--- src/common/iar_regs.svh ---
// Purpose: Register indices, field positions, reset values of the interrupt routing front end.
// Assumes: Byte address of a register is four times its index.
// Notes: Definitions only.
`ifndef IAR_REGS_SVH
`define IAR_REGS_SVH

// ----------------------------------------------------------------------------
// Register indices
// ----------------------------------------------------------------------------
`define IAR_IDX_GRP_MAP_0    6'h10
`define IAR_IDX_GRP_MAP_1    6'h11
`define IAR_IDX_GRP_MAP_2    6'h12
`define IAR_IDX_FEATURE      6'h13
`define IAR_IDX_PIN_MAP_A    6'h06
`define IAR_IDX_PIN_MAP_B    6'h07
`define IAR_IDX_PIN_MAP_C    6'h08
`define IAR_IDX_INT_SRC_MAP  6'h09
`define IAR_IDX_DEBUG_STS    6'h0A
`define IAR_IDX_EVT_STATUS   6'h14
`define IAR_IDX_EVT_ENABLE   6'h15
`define IAR_IDX_EVT_CLEAR    6'h16

// ----------------------------------------------------------------------------
// Field layout
// ----------------------------------------------------------------------------
`define IAR_FLD_STRIDE       8
`define IAR_PIN_LSB          0
`define IAR_GRP_LSB          0
`define IAR_SWZ_LSB          4
`define IAR_HOST_LINK_LSB    0
`define IAR_XLATE_LSB        8
`define IAR_MODE_BIT         0
`define IAR_FULL_GROUPS      4'h8
`define IAR_REDUCED_GROUPS   4'h6
`define IAR_FULL_PINS        6'h20
`define IAR_REDUCED_PINS     6'h18
`define IAR_NUM_EXT_GROUPS   11
`define IAR_NUM_BRIDGES      12

// ----------------------------------------------------------------------------
// Reset values and constants
// ----------------------------------------------------------------------------
`define IAR_MAP_RST          32'h0000_0000
`define IAR_MODE_RST         1'b1
`define IAR_DBG_INV_MASK     32'h0000_00F0
`define IAR_WORD_ZERO        32'h0000_0000

`endif

--- src/common/iar_pkg.sv ---
// Purpose: Shared types of the interrupt routing front end.
// Assumes: Constants live in iar_regs.svh.
// Notes: Types only.
package iar_pkg;
   typedef logic [4:0] iar_pin_t;
   typedef logic [2:0] iar_grp_t;
   typedef logic [1:0] iar_swz_t;
   typedef enum logic [1:0] {
      IAR_RESP_OKAY = 2'h0,
      IAR_RESP_SLVERR = 2'h2
   } iar_resp_t;
endpackage

--- src/rtl/iar_routing_top.sv ---
// Purpose: Routes 58 interrupt sources onto 32 or 24 controller pins.
// Assumes: All sources are on-chip logic on aclk; registers reached over AXI4-Lite.
// Notes: Pin outputs are registered, so routing adds one cycle of latency.
//
// What this block does
// - Each individual source drives at most one pin chosen by its pin number.
// - Map A holds pin numbers of bridge ports 0 to 3, bytes 0 to 3.
// - Map B holds pin numbers of bridge ports 4 to 7, bytes 0 to 3.
// - Map C holds pin numbers of bridge ports 8 to 11, bytes 0 to 3.
// - Internal map steers the host-link and translation-unit interrupts to pins.
// - Each of eleven four-wire groups is reordered by its own swizzle code.
// - Wire A is the low bit and wire D the high bit of a group.
// - Codes 00, 01, 10, 11 give ABCD, BCDA, CDAB, DABC before assignment.
// - Each swizzled group lands on the output group named by its group number.
// - Mode chooses eight output groups of four pins, or six.
// - Several input groups may share one output group.
// - Read-only debug register shows the 32 interrupts entering the controller, with bits 4 to 7 inverted.
// - Group number g selects pins 4*(g-1) up to 4*g-1, wrapping modulo 32.
// - Mode one selects 32 pins, mode zero selects 24 pins.
`timescale 1ns/1ps
`include "iar_regs.svh"
module iar_routing_top (
   input wire logic aclk,
   input wire logic aresetn,
   input wire logic [7:0] s_axi_awaddr,
   input wire logic s_axi_awvalid,
   output logic s_axi_awready,
   input wire logic [31:0] s_axi_wdata,
   input wire logic [3:0] s_axi_wstrb,
   input wire logic s_axi_wvalid,
   output logic s_axi_wready,
   output logic [1:0] s_axi_bresp,
   output logic s_axi_bvalid,
   input wire logic s_axi_bready,
   input wire logic [7:0] s_axi_araddr,
   input wire logic s_axi_arvalid,
   output logic s_axi_arready,
   output logic [31:0] s_axi_rdata,
   output logic [1:0] s_axi_rresp,
   output logic s_axi_rvalid,
   input wire logic s_axi_rready,
   input wire logic [43:0] ext_group_irq,
   input wire logic [11:0] bridge_irq,
   input wire logic host_link_irq,
   input wire logic translation_unit_irq,
   output logic [31:0] irq_pin,
   output logic irq_out
);
   // -------------------------------------------------------------------------
   // State
   // -------------------------------------------------------------------------
   typedef struct packed {
      logic [2:0][31:0] grp_map;
      logic [2:0][31:0] pin_map;
      logic [31:0] int_src_map;
      logic mode_full;
      logic [31:0] pins;
      logic [31:0] evt_status;
      logic [31:0] evt_enable;
   } iar_state_t;

   iar_state_t st_r;
   iar_state_t st_nxt;

   logic wr_en;
   logic [5:0] wr_idx;
   logic [31:0] wr_data;
   logic [3:0] wr_strb;
   logic wr_ok;
   logic [5:0] rd_idx;
   logic [31:0] rd_data;
   logic rd_ok;
   logic [43:0] swizzled;
   logic [31:0] routed;

   // -------------------------------------------------------------------------
   // Helpers
   // -------------------------------------------------------------------------
   function automatic logic [31:0] merge(input logic [31:0] old, input logic [31:0] data,
                                         input logic [3:0] strb);
      logic [31:0] res;
      res = old;
      for (int b = 0; b < 4; b++) begin
         if (strb[b]) begin
            res[b*8 +: 8] = data[b*8 +: 8];
         end
      end
      merge = res;
   endfunction

   // A pin number past the end of the active range drives nothing.
   function automatic logic pin_in_range(input iar_pkg::iar_pin_t pin, input logic full);
      pin_in_range = {1'b0, pin} < (full ? `IAR_FULL_PINS : `IAR_REDUCED_PINS);
   endfunction

   // -------------------------------------------------------------------------
   // Bus slave
   // -------------------------------------------------------------------------
   iar_axil_slave u_bus (
      .aclk(aclk),
      .aresetn(aresetn),
      .s_axi_awaddr(s_axi_awaddr),
      .s_axi_awvalid(s_axi_awvalid),
      .s_axi_awready(s_axi_awready),
      .s_axi_wdata(s_axi_wdata),
      .s_axi_wstrb(s_axi_wstrb),
      .s_axi_wvalid(s_axi_wvalid),
      .s_axi_wready(s_axi_wready),
      .s_axi_bresp(s_axi_bresp),
      .s_axi_bvalid(s_axi_bvalid),
      .s_axi_bready(s_axi_bready),
      .s_axi_araddr(s_axi_araddr),
      .s_axi_arvalid(s_axi_arvalid),
      .s_axi_arready(s_axi_arready),
      .s_axi_rdata(s_axi_rdata),
      .s_axi_rresp(s_axi_rresp),
      .s_axi_rvalid(s_axi_rvalid),
      .s_axi_rready(s_axi_rready),
      .wr_en(wr_en),
      .wr_idx(wr_idx),
      .wr_data(wr_data),
      .wr_strb(wr_strb),
      .wr_ok(wr_ok),
      .rd_idx(rd_idx),
      .rd_data(rd_data),
      .rd_ok(rd_ok)
   );

   // -------------------------------------------------------------------------
   // Swizzle stage
   // -------------------------------------------------------------------------
   for (genvar g = 0; g < `IAR_NUM_EXT_GROUPS; g++) begin : g_swz
      iar_swizzle u_swz (
         .group_in(ext_group_irq[g*4 +: 4]),
         .swizzle_code(st_r.grp_map[g/4][(g%4)*`IAR_FLD_STRIDE + `IAR_SWZ_LSB +: 2]),
         .group_out(swizzled[g*4 +: 4])
      );
   end

   // -------------------------------------------------------------------------
   // Routing
   // -------------------------------------------------------------------------
   always_comb begin
      iar_pkg::iar_grp_t gnum;
      iar_pkg::iar_pin_t pnum;
      iar_pkg::iar_grp_t gidx;
      logic [3:0] ngroups;
      gnum = '0;
      gidx = '0;
      pnum = '0;
      ngroups = st_r.mode_full ? `IAR_FULL_GROUPS : `IAR_REDUCED_GROUPS;
      routed = '0;
      for (int g = 0; g < `IAR_NUM_EXT_GROUPS; g++) begin
         gnum = st_r.grp_map[g/4][(g%4)*`IAR_FLD_STRIDE + `IAR_GRP_LSB +: 3];
         // Group number zero wraps to the last output group, so the 3-bit field
         // still reaches all eight groups in full mode.
         gidx = gnum - 3'h1;
         if ({1'b0, gidx} < ngroups) begin
            routed[{gidx, 2'b00} +: 4] |= swizzled[g*4 +: 4];
         end
      end
      for (int p = 0; p < `IAR_NUM_BRIDGES; p++) begin
         pnum = st_r.pin_map[p/4][(p%4)*`IAR_FLD_STRIDE + `IAR_PIN_LSB +: 5];
         if (pin_in_range(pnum, st_r.mode_full)) begin
            routed[pnum] = routed[pnum] | bridge_irq[p];
         end
      end
      pnum = st_r.int_src_map[`IAR_HOST_LINK_LSB +: 5];
      if (pin_in_range(pnum, st_r.mode_full)) begin
         routed[pnum] = routed[pnum] | host_link_irq;
      end
      pnum = st_r.int_src_map[`IAR_XLATE_LSB +: 5];
      if (pin_in_range(pnum, st_r.mode_full)) begin
         routed[pnum] = routed[pnum] | translation_unit_irq;
      end
   end

   // -------------------------------------------------------------------------
   // Register file
   // -------------------------------------------------------------------------
   always_comb begin
      rd_ok = 1'b1;
      case (rd_idx)
         `IAR_IDX_GRP_MAP_0: rd_data = st_r.grp_map[0];
         `IAR_IDX_GRP_MAP_1: rd_data = st_r.grp_map[1];
         `IAR_IDX_GRP_MAP_2: rd_data = st_r.grp_map[2];
         `IAR_IDX_FEATURE: rd_data = {31'h0000_0000, st_r.mode_full};
         `IAR_IDX_PIN_MAP_A: rd_data = st_r.pin_map[0];
         `IAR_IDX_PIN_MAP_B: rd_data = st_r.pin_map[1];
         `IAR_IDX_PIN_MAP_C: rd_data = st_r.pin_map[2];
         `IAR_IDX_INT_SRC_MAP: rd_data = st_r.int_src_map;
         `IAR_IDX_DEBUG_STS: rd_data = st_r.pins ^ `IAR_DBG_INV_MASK;
         `IAR_IDX_EVT_STATUS: rd_data = st_r.evt_status;
         `IAR_IDX_EVT_ENABLE: rd_data = st_r.evt_enable;
         `IAR_IDX_EVT_CLEAR: rd_data = `IAR_WORD_ZERO;
         default: begin
            rd_data = `IAR_WORD_ZERO;
            rd_ok = 1'b0;
         end
      endcase
   end

   // Debug status is read-only, so a write to it is refused with an error.
   always_comb begin
      case (wr_idx)
         `IAR_IDX_GRP_MAP_0, `IAR_IDX_GRP_MAP_1, `IAR_IDX_GRP_MAP_2, `IAR_IDX_FEATURE,
         `IAR_IDX_PIN_MAP_A, `IAR_IDX_PIN_MAP_B, `IAR_IDX_PIN_MAP_C, `IAR_IDX_INT_SRC_MAP,
         `IAR_IDX_EVT_ENABLE, `IAR_IDX_EVT_CLEAR: wr_ok = 1'b1;
         default: wr_ok = 1'b0;
      endcase
   end

   always_comb begin
      logic [31:0] clr;
      clr = '0;
      st_nxt = st_r;
      if (wr_en) begin
         case (wr_idx)
            `IAR_IDX_GRP_MAP_0: st_nxt.grp_map[0] = merge(st_r.grp_map[0], wr_data, wr_strb);
            `IAR_IDX_GRP_MAP_1: st_nxt.grp_map[1] = merge(st_r.grp_map[1], wr_data, wr_strb);
            `IAR_IDX_GRP_MAP_2: st_nxt.grp_map[2] = merge(st_r.grp_map[2], wr_data, wr_strb);
            `IAR_IDX_FEATURE: begin
               if (wr_strb[0]) begin
                  st_nxt.mode_full = wr_data[`IAR_MODE_BIT];
               end
            end
            `IAR_IDX_PIN_MAP_A: st_nxt.pin_map[0] = merge(st_r.pin_map[0], wr_data, wr_strb);
            `IAR_IDX_PIN_MAP_B: st_nxt.pin_map[1] = merge(st_r.pin_map[1], wr_data, wr_strb);
            `IAR_IDX_PIN_MAP_C: st_nxt.pin_map[2] = merge(st_r.pin_map[2], wr_data, wr_strb);
            `IAR_IDX_INT_SRC_MAP: st_nxt.int_src_map = merge(st_r.int_src_map, wr_data, wr_strb);
            `IAR_IDX_EVT_ENABLE: st_nxt.evt_enable = merge(st_r.evt_enable, wr_data, wr_strb);
            `IAR_IDX_EVT_CLEAR: clr = merge(`IAR_WORD_ZERO, wr_data, wr_strb);
            default: clr = '0;
         endcase
      end
      st_nxt.pins = routed;
      // A pin that rises in the cycle its bit is cleared stays recorded.
      st_nxt.evt_status = (st_r.evt_status & ~clr) | (routed & ~st_r.pins);
   end

   always_ff @(posedge aclk) begin
      if (!aresetn) begin
         st_r <= '0;
         st_r.mode_full <= `IAR_MODE_RST;
      end else begin
         st_r <= st_nxt;
      end
   end

   // -------------------------------------------------------------------------
   // Outputs
   // -------------------------------------------------------------------------
   assign irq_pin = st_r.pins;
   assign irq_out = |(st_r.evt_status & st_r.evt_enable);
endmodule

--- src/rtl/iar_swizzle.sv ---
// Purpose: Reorders one four-wire interrupt group by its swizzle code.
// Assumes: Wire A is bit 0 and wire D is bit 3.
// Notes: Purely combinational.
`timescale 1ns/1ps
module iar_swizzle (
   input wire logic [3:0] group_in,
   input wire iar_pkg::iar_swz_t swizzle_code,
   output logic [3:0] group_out
);
   // Code n places wire n of the incoming group in the low position, so the
   // four codes give ABCD, BCDA, CDAB and DABC.
   function automatic logic [3:0] rotate(input logic [3:0] v, input iar_pkg::iar_swz_t c);
      logic [7:0] twice;
      twice = {v, v};
      rotate = twice[c +: 4];
   endfunction

   always_comb begin
      group_out = rotate(group_in, swizzle_code);
   end
endmodule

--- src/rtl/iar_axil_slave.sv ---
// Purpose: AXI4-Lite slave front end handing single-word accesses to the register file.
// Assumes: Register file decodes the address and answers combinationally.
// Notes: One write and one read may be under way at a time.
`timescale 1ns/1ps
module iar_axil_slave (
   input wire logic aclk,
   input wire logic aresetn,
   input wire logic [7:0] s_axi_awaddr,
   input wire logic s_axi_awvalid,
   output logic s_axi_awready,
   input wire logic [31:0] s_axi_wdata,
   input wire logic [3:0] s_axi_wstrb,
   input wire logic s_axi_wvalid,
   output logic s_axi_wready,
   output logic [1:0] s_axi_bresp,
   output logic s_axi_bvalid,
   input wire logic s_axi_bready,
   input wire logic [7:0] s_axi_araddr,
   input wire logic s_axi_arvalid,
   output logic s_axi_arready,
   output logic [31:0] s_axi_rdata,
   output logic [1:0] s_axi_rresp,
   output logic s_axi_rvalid,
   input wire logic s_axi_rready,
   output logic wr_en,
   output logic [5:0] wr_idx,
   output logic [31:0] wr_data,
   output logic [3:0] wr_strb,
   input wire logic wr_ok,
   output logic [5:0] rd_idx,
   input wire logic [31:0] rd_data,
   input wire logic rd_ok
);
   typedef struct packed {
      logic aw_full;
      logic [5:0] aw_idx;
      logic w_full;
      logic [31:0] w_data;
      logic [3:0] w_strb;
      logic b_valid;
      iar_pkg::iar_resp_t b_resp;
      logic r_valid;
      logic [31:0] r_data;
      iar_pkg::iar_resp_t r_resp;
   } iar_axs_t;

   iar_axs_t st_r;
   iar_axs_t st_nxt;

   assign s_axi_awready = !st_r.aw_full;
   assign s_axi_wready = !st_r.w_full;
   assign s_axi_arready = !st_r.r_valid;
   assign s_axi_bvalid = st_r.b_valid;
   assign s_axi_bresp = st_r.b_resp;
   assign s_axi_rvalid = st_r.r_valid;
   assign s_axi_rdata = st_r.r_data;
   assign s_axi_rresp = st_r.r_resp;

   // The write is issued only once the previous response has been taken, so
   // the register file never sees a write whose answer could be lost.
   assign wr_en = st_r.aw_full && st_r.w_full && !st_r.b_valid;
   assign wr_idx = st_r.aw_idx;
   assign wr_data = st_r.w_data;
   assign wr_strb = st_r.w_strb;
   assign rd_idx = s_axi_araddr[7:2];

   always_comb begin
      st_nxt = st_r;
      if (s_axi_awvalid && !st_r.aw_full) begin
         st_nxt.aw_full = 1'b1;
         st_nxt.aw_idx = s_axi_awaddr[7:2];
      end
      if (s_axi_wvalid && !st_r.w_full) begin
         st_nxt.w_full = 1'b1;
         st_nxt.w_data = s_axi_wdata;
         st_nxt.w_strb = s_axi_wstrb;
      end
      if (st_r.b_valid && s_axi_bready) begin
         st_nxt.b_valid = 1'b0;
      end
      if (wr_en) begin
         st_nxt.aw_full = 1'b0;
         st_nxt.w_full = 1'b0;
         st_nxt.b_valid = 1'b1;
         st_nxt.b_resp = wr_ok ? iar_pkg::IAR_RESP_OKAY : iar_pkg::IAR_RESP_SLVERR;
      end
      if (st_r.r_valid && s_axi_rready) begin
         st_nxt.r_valid = 1'b0;
      end
      if (s_axi_arvalid && !st_r.r_valid) begin
         st_nxt.r_valid = 1'b1;
         st_nxt.r_data = rd_data;
         st_nxt.r_resp = rd_ok ? iar_pkg::IAR_RESP_OKAY : iar_pkg::IAR_RESP_SLVERR;
      end
   end

   always_ff @(posedge aclk) begin
      if (!aresetn) begin
         st_r <= '0;
      end else begin
         st_r <= st_nxt;
      end
   end
endmodule

--- config.mk ---
export PLATFORM = sky130hd
export DESIGN_NAME = iar_routing_top
export DESIGN_NICKNAME = d
export VERILOG_FILES = /design/src/common/iar_pkg.sv /design/src/rtl/iar_routing_top.sv /design/src/rtl/iar_swizzle.sv /design/src/rtl/iar_axil_slave.sv
export VERILOG_INCLUDE_DIRS = /design/src /design/src/common
export SDC_FILE = /design/constraint.sdc
export NUM_CORES = 2
export LEC_CHECK = 0
export ABC_AREA = 0
export BUFFER_PORTS_ARGS = -buffer_cell sky130_fd_sc_hd__buf_2
export CAP_MARGIN = 20
export CORE_MARGIN = 10
export CORE_UTILIZATION = 40
export CTS_CLUSTER_SIZE = 14
export DETAILED_ROUTE_END_ITERATION = 8
export PLACE_DENSITY_LB_ADDON = 0.12
export SLEW_MARGIN = 10
export SYNTH_ARGS = -nofsm -noshare
export SYNTH_HDL_FRONTEND = slang
export SYNTH_SLANG_ARGS = --single-unit
export TNS_END_PERCENT = 100
--- constraint.sdc ---
create_clock -name aclk -period 48.9 [get_ports aclk]
set_input_delay 4.89 -clock aclk [delete_from_list [all_inputs] [get_ports aclk]]
set_output_delay 4.89 -clock aclk [all_outputs]
set_load 0.005 [all_outputs]
==> reports/qor.csv <==
metric;value;unit
outcome;finished, violations left;
violations;DRC;
ir_worst_vdd;0.0247;mV
core-area;0.133;mm^2
cts_tree;done;
hold_buffers;0;
cp.arrival;38.88;ns
final_antenna_net_count;0;
ys_ff_latch;402;
cp-end-kind;flip-flop;
vias_per_cell;7.25;
clkSlewWorstSetupHoldPaths;0.07;ns
hold_viol;0;
dp_hpwl;242;mm
cp-startpoint;ext_group_irq[1];
post-route-period-util;78.6;%
ys_async_sr_fraction;0;%
crit_required;49.35;ns
gp_congestion;1.06;
numCtsBuffers;40;
synth_edf_count;0;
grt_usage;38.9;%
row_count;134;
drive_gt1_share;9.39;%
initial_core_util;40.2;%
rsz0062_at_grt;no;
die_w;386;um
pwr_density_cell;13.7;mW/mm^2
worst_path_most_repeated_cell;o211ai_1;
post_drt_wl_per_cell;32.2;um
finalMaxSlewViolations;0;
dieArea;0.149;mm^2
cp_top_family;compound AO/OA/AOI/OAI gates;
clkLatencyLatePin;0.55;ns
synthesis.instances;8066;
max_stage_delay;1.04;ns
reg2reg_from;st_r[225]$_SDFFE_PN0P_;
cts_max_path_buffers;3;
cap_violations;0;
hp-class;flip-flop to flip-flop;
clockRootBuffer;clkbuf_16;
worstPathMaxFanout;49;
drtPass1Iterations;9;
setup_tns;0;ns
setup_slack;10.47;ns
reg2reg_depth;76;
cp.buffers_inverters;5;
wirelength;311;mm
drt_iter0_drc;12700;
synth_ff_type;dfxtp_1;
yosys_warnings;0;
critical_path_class;input port to flip-flop;
grt_pass1_wl;443;mm
final_nets;8043;
num_io_pins;191;
cp-start-kind;input port;
post-route-min-period;38.43;ns
cp.depth;71;
timing_worst_slew_pin_value;1.28;ns
syn_avg_cell_area;6.65;um^2
r2r_end;st_r[53]$_SDFF_PN0_;
slew_headroom;14.3;%
grt_max_degree;155;
gr-total-overflow;0;
vias;70000;
place_ws;12.12;ns
cpMaxStageDelayCell;o41ai_1;
p_leak;19.4;nW
finalSetupViolations;0;
skew;0.0245;ns
critPathCapture;st_r[53]$_SDFF_PN0_;
cts_max_level;2;
netlist_area;0.0536;mm^2
numPortBuffers;184;
area_growth;3.95;%
ff2ff_setup_slack;13.18;ns
synth.distinct_cells;161;
post_cts_resized;0;
antenna_found_initial;12;
ys_seq_area_share;15.0;%
die_y;386;um
drc_errors;2;
grt_pass1_vias;62600;
clock-sinks;402;
post-cts-setup-buffers;0;
power.total;762;uW
fmax;0.0260;GHz
[cells in the final DEF, fill, tap and decap left out, drive strengths merged, types with 196 or more instances in the layout]
cell type and instances:
dfxtp 402, o21ai 532, nor2 1023, a21oi 706
nand3 358, nand2 1217, mux2i 217, nor3 286
buf 364, a31oi 196
[worst reg2reg max path, delay by kind of cell (launching register included)]
family / cells / cell delay [ns]
AOI/OAI and AO/OA: 42 / 19.58
xor gates and xnor gates: 1 / 0.15
adders and majority gates: 2 / 0.86
buffers and inverters: 8 / 2.28
DFF: 1 / 0.62
and+or+nand+nor: 23 / 12.12
[cell usage after synthesis (all sizes together) (169+ instances only)]
library cell,count,share of area (%)
a31oi,196,2.3
nor3,286,2.8
dfxtp,402,15
nand3,358,3.4
mux2i,217,4.1
o211ai,169,2.5
clkbuf,285,2.3
a21oi,706,6.7
o21ai,532,5.1
nor2,1023,7.2
buf,323,5.0
nand2,1217,8.6
[layout make-up]
| type | count | area, um^2 |
|---|---|---|
| antenna | 3 | 7.51 |
| clock buffer | 59 | 1190 |
| clock inverter | 13 | 246 |
| fill | 14500 | 77600 |
| inverter | 161 | 612 |
| multi-input combinational | 6890 | 41100 |
| sequential | 402 | 8050 |
| tap | 1768 | 2210 |
| timing repair buffer | 365 | 2270 |
[where the power goes]
part           internal (mW)  switching [mW]  total, mW
Clock                  0.206           0.139      0.345
Combinational         0.0198          0.0504     0.0702
Sequential             0.332          0.0148      0.347
[sequential cells by signal, indices dropped and copies added (netlist names), 2 cells and up, named ones only]
register and flops:
st_r 289, irq_pin 32, u_bus.s_axi_rdata 32, u_bus.wr_data 32
u_bus.wr_idx 6, u_bus.wr_strb 4, u_bus.st_r 2
[how the worst min path moves through the flow]
stage / slack (ns) / end / cells after the start
4_1_cts: 0.44 / u_bus.s_axi_bresp[1]$_SDFFE_PN0P_ / 1
5_1_grt: 0.47 / st_r[223]$_SDFFE_PN0P_ / 2
6_report: 0.44 / u_bus.s_axi_bresp[1]$_SDFFE_PN0P_ / 1
2_1_floorplan: 0.41 / u_bus.s_axi_bresp[1]$_SDFFE_PN0P_ / 1
3_3_place_gp: 0.43 / u_bus.s_axi_bresp[1]$_SDFFE_PN0P_ / 1
3_5_place_dp: 0.42 / u_bus.s_axi_bresp[1]$_SDFFE_PN0P_ / 1
[per-stage QoR]
step	hold WS, ns	utilization [%]	cells	cell area, um^2
finish	0.436	41.8	9661	55700
global route	0.473	41.8	9658	55700
CTS	0.436	41.8	9656	55700
detailed placement	0.420	40.7	9584	54300
global placement	0.428	40.7	9582	54200
floorplan	0.407	-	8067	53600
[kinds of logic (layout without fill, tap and decap cells)]
group	after synthesis	after routing	share of synthesized area [%]
xor gates and xnor gates	24	24	0.420
and+or+nand+nor	3600	3600	31.2
buffers and inverters	775	598	8.50
AOI/OAI and AO/OA	2937	2937	38.2
other	1	5	0.00700
adders and majority gates	66	66	1.54
DFF	402	402	15.0
muxes	261	261	5.14
[routing by layer]
layer,part of all wire [%],vias to the layer above,wire (um),track usage (%)
li1,-,30100,-,-
met1,41,33500,129000,55.2
met4,5.0,8,15600,15.8
met3,13,852,41200,8.89
met5,0.016,-,51,0
met2,40,5546,126000,56.0
Power figures use the tool's default switching activity.
